`src/rtl/opaddr_consts.svh`:
```
// Constants for the operand address generator.
`ifndef OPADDR_CONSTS_SVH
`define OPADDR_CONSTS_SVH
`define ADDR_W 20
`define WORD_W 16
`define EXT_W 4
`define LOW64K_TOP 20'h0_FFFF
`define SIZE_BW_AWORD 2'h1
`define ADDR_RESET 20'h0_0000
`endif

```
`src/rtl/opaddr_pkg.sv`:
```
// Types for the operand address generator.
package opaddr_pkg;
  typedef enum logic [2:0] {
    MODE_INDEXED = 3'b001,
    MODE_SYMBOLIC = 3'b010,
    MODE_ABSOLUTE = 3'b100
  } addr_mode_type;
  typedef enum logic [1:0] {
    SIZE_BYTE = 2'b01,
    SIZE_WORD = 2'b10,
    SIZE_AWORD = 2'b11
  } op_size_type;
endpackage

```
`src/rtl/operand_address_generator.sv`:
```
// Operand effective-address generator for indexed, symbolic and absolute modes.
`timescale 1ns/1ps
`include "opaddr_consts.svh"

module operand_address_generator
  import opaddr_pkg::*;
(
  input wire logic clock_in,
  input wire logic arst_n_in,
  input wire logic valid_in,
  input wire addr_mode_type mode_in,
  input wire logic ext_prefix_in,
  input wire logic [`EXT_W-1:0] ext_index_hi_in,
  input wire logic ext_addr_len_in,
  input wire logic [1:0] size_bits_in,
  input wire logic [`WORD_W-1:0] index_word_in,
  input wire logic [`ADDR_W-1:0] index_word_addr_in,
  input wire logic [`ADDR_W-1:0] base_register_in,
  output logic valid_out,
  output logic [`ADDR_W-1:0] operand_addr_out,
  output op_size_type op_size_out,
  output logic [`ADDR_W-1:0] base_register_out
);

  // ----------------------------------------------------------------
  // Reset release
  // ----------------------------------------------------------------
  // Reset leaves in two steps so that a release close to a clock edge cannot
  // leave half of the output flops in reset and half running.
  logic rst_meta_n;
  logic rst_n;
  always_ff @(posedge clock_in or negedge arst_n_in) begin
    if (!arst_n_in) begin
      rst_meta_n <= 1'b0;
      rst_n <= 1'b0;
    end else begin
      rst_meta_n <= 1'b1;
      rst_n <= rst_meta_n;
    end
  end

  // ----------------------------------------------------------------
  // Index assembly and address sums
  // ----------------------------------------------------------------
  wire logic [`ADDR_W-1:0] ext_index = {ext_index_hi_in, index_word_in};
  wire logic [`ADDR_W-1:0] sext_index = {{`EXT_W{index_word_in[`WORD_W-1]}}, index_word_in};
  wire logic [`ADDR_W-1:0] index_sel = ext_prefix_in ? ext_index : sext_index;
  // The symbolic base is the location of the index word, not of the opcode.
  wire logic [`ADDR_W-1:0] base_sel = (mode_in == MODE_SYMBOLIC) ? index_word_addr_in : base_register_in;
  wire logic [`ADDR_W:0] raw_sum = {1'b0, base_sel} + {1'b0, index_sel};
  wire logic [`ADDR_W-1:0] wrap_sum = raw_sum[`ADDR_W-1:0];
  wire logic base_low = (base_sel <= `LOW64K_TOP);
  // Legacy forms running in the low 64 KB are truncated so old code never leaves it.
  wire logic [`ADDR_W-1:0] trunc_sum = {{`EXT_W{1'b0}}, wrap_sum[`WORD_W-1:0]};
  wire logic [`ADDR_W-1:0] legacy_rel = base_low ? trunc_sum : wrap_sum;
  wire logic [`ADDR_W-1:0] rel_addr = ext_prefix_in ? wrap_sum : legacy_rel;
  wire logic [`ADDR_W-1:0] abs_addr = ext_prefix_in ? ext_index : {{`EXT_W{1'b0}}, index_word_in};
  wire logic [`ADDR_W-1:0] next_addr = (mode_in == MODE_ABSOLUTE) ? abs_addr : rel_addr;

  // ----------------------------------------------------------------
  // Operand size decode
  // ----------------------------------------------------------------
  // A byte code under a 20-bit extension prefix names an address-word operand.
  // Every other code pattern keeps its plain meaning.
  op_size_type next_size;
  always_comb begin
    next_size = SIZE_WORD;
    if (size_bits_in == `SIZE_BW_AWORD) begin
      next_size = SIZE_BYTE;
    end
    if (ext_prefix_in && !ext_addr_len_in && size_bits_in == `SIZE_BW_AWORD) begin
      next_size = SIZE_AWORD;
    end
  end

  // ----------------------------------------------------------------
  // Output registers
  // ----------------------------------------------------------------
  // Data outputs load only on a taken request and hold in between.
  always_ff @(posedge clock_in or negedge rst_n) begin
    if (!rst_n) begin
      valid_out <= 1'b0;
      operand_addr_out <= `ADDR_RESET;
      op_size_out <= SIZE_WORD;
      base_register_out <= `ADDR_RESET;
    end else begin
      valid_out <= valid_in;
      if (valid_in) begin
        operand_addr_out <= next_addr;
        op_size_out <= next_size;
        base_register_out <= base_register_in;
      end
    end
  end
endmodule

```
`config.mk`:
```
export PLATFORM = sky130hd
export DESIGN_NAME = operand_address_generator
export DESIGN_NICKNAME = d
export VERILOG_FILES = /design/src/rtl/opaddr_pkg.sv /design/src/rtl/operand_address_generator.sv
export VERILOG_INCLUDE_DIRS = /design/src /design/src/rtl
export SDC_FILE = /design/constraint.sdc
export NUM_CORES = 1
export LEC_CHECK = 0
export BUFFER_PORTS_ARGS = -buffer_cell sky130_fd_sc_hd__buf_2
export CAP_MARGIN = 10
export CORE_MARGIN = 5
export CORE_UTILIZATION = 45
export DETAILED_ROUTE_END_ITERATION = 7
export GPL_TIMING_DRIVEN = 0
export MAX_ROUTING_LAYER = met4
export PLACE_DENSITY = 0.77
export SLEW_MARGIN = 10
export SYNTH_ARGS = -nofsm -noshare
export SYNTH_HDL_FRONTEND = slang
export SYNTH_SLANG_ARGS = --single-unit
```
`constraint.sdc`:
```
create_clock -name clock_in -period 1.42 [get_ports clock_in]
set_input_delay 0.071 -clock clock_in [delete_from_list [all_inputs] [get_ports clock_in]]
set_output_delay 0.071 -clock clock_in [all_outputs]
set_load 0.005 [all_outputs]
```
Yosys cells after proc, flatten, opt, wreduce, memory -nomap -nowiden. Index checks and enable logic that the tools add are counted.

Order comparisons: 1. Muxes and demuxes: 8. Reductions and logical operators: 3. Equal/unequal tests: 3. $add $sub $neg: 1.

Operators by type and width (count): 20-bit 2-to-1 mux (6); 20-bit adder (1); 20-bit by 16-bit <= comparator with 1-bit output (second input constant) (1); 2-bit 2-to-1 mux (2); 3-bit by 2-bit equality test with 1-bit output (second input constant) (1); 3-bit equality test (second input constant) (1); 2-bit by 1-bit equality test with 1-bit output (second input constant) (1); 1-bit logical AND (2); 1-bit logical NOT (1).

Logic and storage cells: 22. Flip-flop bits (word level): 45. Output and inout bits: 43. Input port bits: 70.

Longest topological paths before layout.
Depth in word-level cells: 6. Mapped depth: 14. Depth with buffers taken out: 12.

Worst setup path before layout. Ideal clock, no wire load.

Kind: input to register. Start: in mode_in[2]. End: reg operand_addr_out[14]. Required time: 1338 ps. Cell stages on the path: 14. Arrival time: 2821 ps. Path slack: -1483 ps. Buffers on the path: 2. Library setup time: 82 ps. Path through: nor3b_1 -> buf_2 -> buf_2 -> mux2_2 -> ha_1 -> inv_1 -> fa_1 -> nand2b_1 -> a21oi_1 -> o21ai_1 -> a21oi_2 -> o21ai_1 -> mux2_1 -> a31oi_1.

Word-level cells in the longest chain between the ends: 6. Elaborated cells between the ends (all ways): 7. Classes of those cells: add/sub: 1; eq/ne: 2; mux: 4.

Ends and longest elaborated chain: from (decl) (line operand_address_generator.sv:11) `input wire addr_mode_type mode_in,`; 3-bit by 2-bit equality test with 1-bit output (line operand_address_generator.sv:49) `` wire logic [`ADDR_W-1:0] base_sel = (mode_in == MODE_SYMBOLIC) ? index_word_addr_in : base_register_in; ``; 20-bit 2-to-1 mux (line operand_address_generator.sv:49); 20-bit adder (line operand_address_generator.sv:50) `` wire logic [`ADDR_W:0] raw_sum = {1'b0, base_sel} + {1'b0, index_sel}; ``; 20-bit 2-to-1 mux (line operand_address_generator.sv:55) `` wire logic [`ADDR_W-1:0] legacy_rel = base_low ? trunc_sum : wrap_sum; ``; 20-bit 2-to-1 mux (line operand_address_generator.sv:56) `` wire logic [`ADDR_W-1:0] rel_addr = ext_prefix_in ? wrap_sum : legacy_rel; ``; 20-bit 2-to-1 mux * (line operand_address_generator.sv:58) `` wire logic [`ADDR_W-1:0] next_addr = (mode_in == MODE_ABSOLUTE) ? abs_addr : rel_addr; ``; to (signal assigned) (line operand_address_generator.sv:83) `` operand_addr_out <= `ADDR_RESET; ``; to (signal assigned) (line operand_address_generator.sv:89) `operand_addr_out <= next_addr;`; to (decl) (line operand_address_generator.sv:20) `` output logic [`ADDR_W-1:0] operand_addr_out, ``.

Every way passes the cells marked *; elsewhere a longest branch is shown, timed or not. A chain may end at the register's enable or synchronous reset.

Worst setup path after layout.
Start: in mode_in[2]. End: reg operand_addr_out[12].

Same word-level chain as after synthesis.

==> out/metrics.yaml <==
sta:
  rsz0062_at_grt: "yes"
  slew_viol_final: 0
  hold_viol_final: 0
  clock_skew_ns: 0.01030
  finalSetupTns_ns: -14.96
  post-route-period-util: 1.681
  tightest_slew_ns: 0.6420
  setup_violations: 19
  fin_crit_ns: 2.387
  worst_slack_ns: -0.9666
  fmax_mhz: 419.0
  finalHoldWorstSlack_ns: 0.01383
  slew_headroom: 0.5720
drt:
  viasPerCell: 5.577
  dr_total_vias: 3162
  wirelength_um: 10270
  dr.first_iter.drc_count: 123
  wl_per_cell_um: 18.12
  first_pass_iters: 4
  drc: 0
  final_antenna_net_count: 0
global_routing:
  grt_first_pass_wirelength_um: 15290
  grt_max_degree: 23
  gr-total-overflow: 0
  grt.total_usage: 0.2247
  first_global_vias: 3201
  antenna_found_initial: 0
place:
  routabilityCongestion: 0.8985
  post-place-cells: 521
  io_buffers: 111
  dpl.hpwl_um: 7118
logic_synthesis:
  ys_seq_area_frac: 0.3627
  synth_async_sr_flop_share: 1.000
  synth_cell_types: 53
  yosysMostFrequentCell: "dfrtp_1"
  yosysTopAreaCell: "dfrtp_1"
  synth.net_count: 419
  synth_area_um2: 3108
  synthTopCellsByArea: "dfrtp_1 35%, mux2_2 14%, ha_1 7.6%, nand2_1 4.2%, a21oi_1 3.5%"
  synth_common_cells: "44 x dfrtp_1, 39 x mux2_2, 35 x nand2_1"
  yosysWarnings: 0
  postSynthCellCount: 329
  yosys.area.top_type_share: 0.3543
  synth_ff_type: "dfrtp_1"
  synth_edf_count: 0
  ys_ff_latch: 45
  synth_area_per_cell_um2: 9.447
outcome:
  status: "finished, violations left"
  violations: "setup timing"
finish:
  fill_cells: 502
  seqCellArea_um2: 1129
  syn2layout_area_growth_pct: 52.94
  multi_input_area_um2: 2366
  diodes: 0
  final_net_count: 576
  final_layout_size_suffix_gt1_frac: 0.5462
  final_cells: 567
floorplanning:
  fp.dieH_um: 93.11
  die_area_um2: 8669
  die_x_um: 93.11
  start_util: 0.4600
  coreArea_um2: 6756
  ios: 113
  fp-row-count: 30
critical_path:
  startpoint_type: "input port"
  slowest_delay_ns: 0.31
  critPathMaxFanout: 8
  crit_chain: "buf_8 > nor3b_4 > buf_6 > buf_12 > buf_6 > mux2_4 > ha_4 > a21oi_4 > nor2_2 > a211oi_2 > buf_4 > a21oi_1 > or3_1 > nand3_1 > a31oi_1"
  arrival_ns: 2.54
  critPathMostFrequentCell: "buf_6"
  critical_path_buf_inv_count: 5
  r2r-start: "operand_addr_out[8]$_DFFE_PN0P_"
  rr_worst_depth: 2
  reg2reg_to: "operand_addr_out[8]$_DFFE_PN0P_"
  rrSetupSlack_ns: 0.48
  crit_required_ns: 1.57
  slowest_stage: "or3_1"
  end_kind: "register"
  critical_path.top_delay_family: "simple AND/OR/NAND/NOR gates"
  path_class: "in -> reg"
hold_path:
  hold_path_class: "in -> reg"
  worst_hold_path.num_cells: 2
  min_from: "base_register_in[5]"
  hold_end: "base_register_out[5]$_DFFE_PN0P_"
run:
  drv_cap: 0
power_and_ir_drop:
  p_total_mw: 4.165
  ir_worst_vdd_mv: 0.4997
  p_per_area_nw_per_um2: 876.2
  p_leak_nw: 2.145
cts:
  clk_pin_slew_ns: 0.09
  clock_sinks: 45
  cts_buffers: 5
  clockBufferDepth: 2
  insertion_delay_ns: 0.30
  cts_tree: "done"
  cts_root_buffer: "clkbuf_8"
  cts.htree.levels: 2
[cells by family after synthesis]
group | synth area share
AOI/OAI and AO/OA | 0.1928
xor gates and xnor gates | 0.03663
muxes | 0.1546
DFF | 0.3627
other | 0.001207
adders and majority gates | 0.08293
and+or+nand+nor | 0.1337
buffers and inverters | 0.03542
[registers in the layout, indices dropped and copies added, names as in the netlist]
| signal | flops |
|---|---|
| base_register_out | 20 |
| rst_n | 1 |
| valid_out | 1 |
| operand_addr_out | 20 |
| rst_meta_n | 1 |
| op_size_out | 2 |
[cell type report]
class / instances / area share
timing repair buffer: 150 / 0.1972
multi-input combinational: 260 / 0.4978
buffer: 13 / 0.01922
tap: 80 / 0.02106
inverter: 11 / 0.009476
sequential: 45 / 0.2374
clock buffer: 7 / 0.01606
clock inverter: 1 / 0.001843
[placed cells by master, fill, tap and decap left out, types with 3 or more instances in the layout]
cell type,netlist,final
buf_6,1,15
nor2_1,26,22
mux2i_1,3,3
nor2_2,0,4
o21ai_0,22,14
o221ai_1,3,3
o21ai_2,1,6
mux2_2,39,29
nand2_1,35,33
o21ai_1,6,8
or3_1,4,4
buf_4,0,23
nor2b_1,5,5
a21oi_4,0,8
dlygate4sd3_1,0,3
buf_2,2,109
clkbuf_8,1,6
inv_1,11,8
a31oi_1,13,11
nand3_1,8,6
a21oi_1,22,13
clkbuf_1,5,6
ha_4,0,16
xnor2_1,6,5
xor2_1,7,7
dfrtp_1,44,43
buf_1,4,4
a21oi_2,4,5
mux2_4,0,11
[metrics by stage]
step	worst slack, ns	area, um2	util
floorplan	-0.9681	3356	-
global placement	-1.442	4011	0.5937
detailed placement	-1.485	4040	0.5980
CTS	-0.9512	4453	0.6591
global route	-1.101	4753	0.7035
finish	-0.9666	4753	0.7035
[layer usage]
layer	GRT usage	wire (um)	part of all wire	vias to the layer above
met5	-	0	0	-
met4	0.05495	164	0.016	0
met3	0.03218	616	0.060	13
met2	0.3851	5333	0.52	107
met1	0.2807	4158	0.40	1534
li1	-	-	-	1508
[worst max path at each step]
stage	from	to	slack (ns)	cells past startpoint
CTS	mode_in[2]	operand_addr_out[14]$_DFFE_PN0P_	-0.95	15
global route	mode_in[2]	operand_addr_out[13]$_DFFE_PN0P_	-1.10	14
detailed placement	mode_in[2]	operand_addr_out[16]$_DFFE_PN0P_	-1.48	15
finish	mode_in[2]	operand_addr_out[12]$_DFFE_PN0P_	-0.97	15
floorplan	mode_in[0]	operand_addr_out[14]$_DFFE_PN0P_	-0.97	14
global placement	mode_in[2]	operand_addr_out[14]$_DFFE_PN0P_	-1.44	15
[power breakdown]
part	internal (mW)	total [mW]	switching, mW
Combinational	0.935	1.80	0.861
Sequential	1.46	1.56	0.103
Clock	0.353	0.805	0.453
Total	2.75	4.16	1.42
[repair_timing]
item / CTS / global route
hold buffers: 3 / 0
pin swaps: 29 / 32
cloned: 0 / 0
resized for setup: 30 / 42
endpoints found under the setup margin: 20 / 19
setup buffers: 19 / 16
endpoints found under the hold margin: 4 / 0
Power figures use the tool's default switching activity.
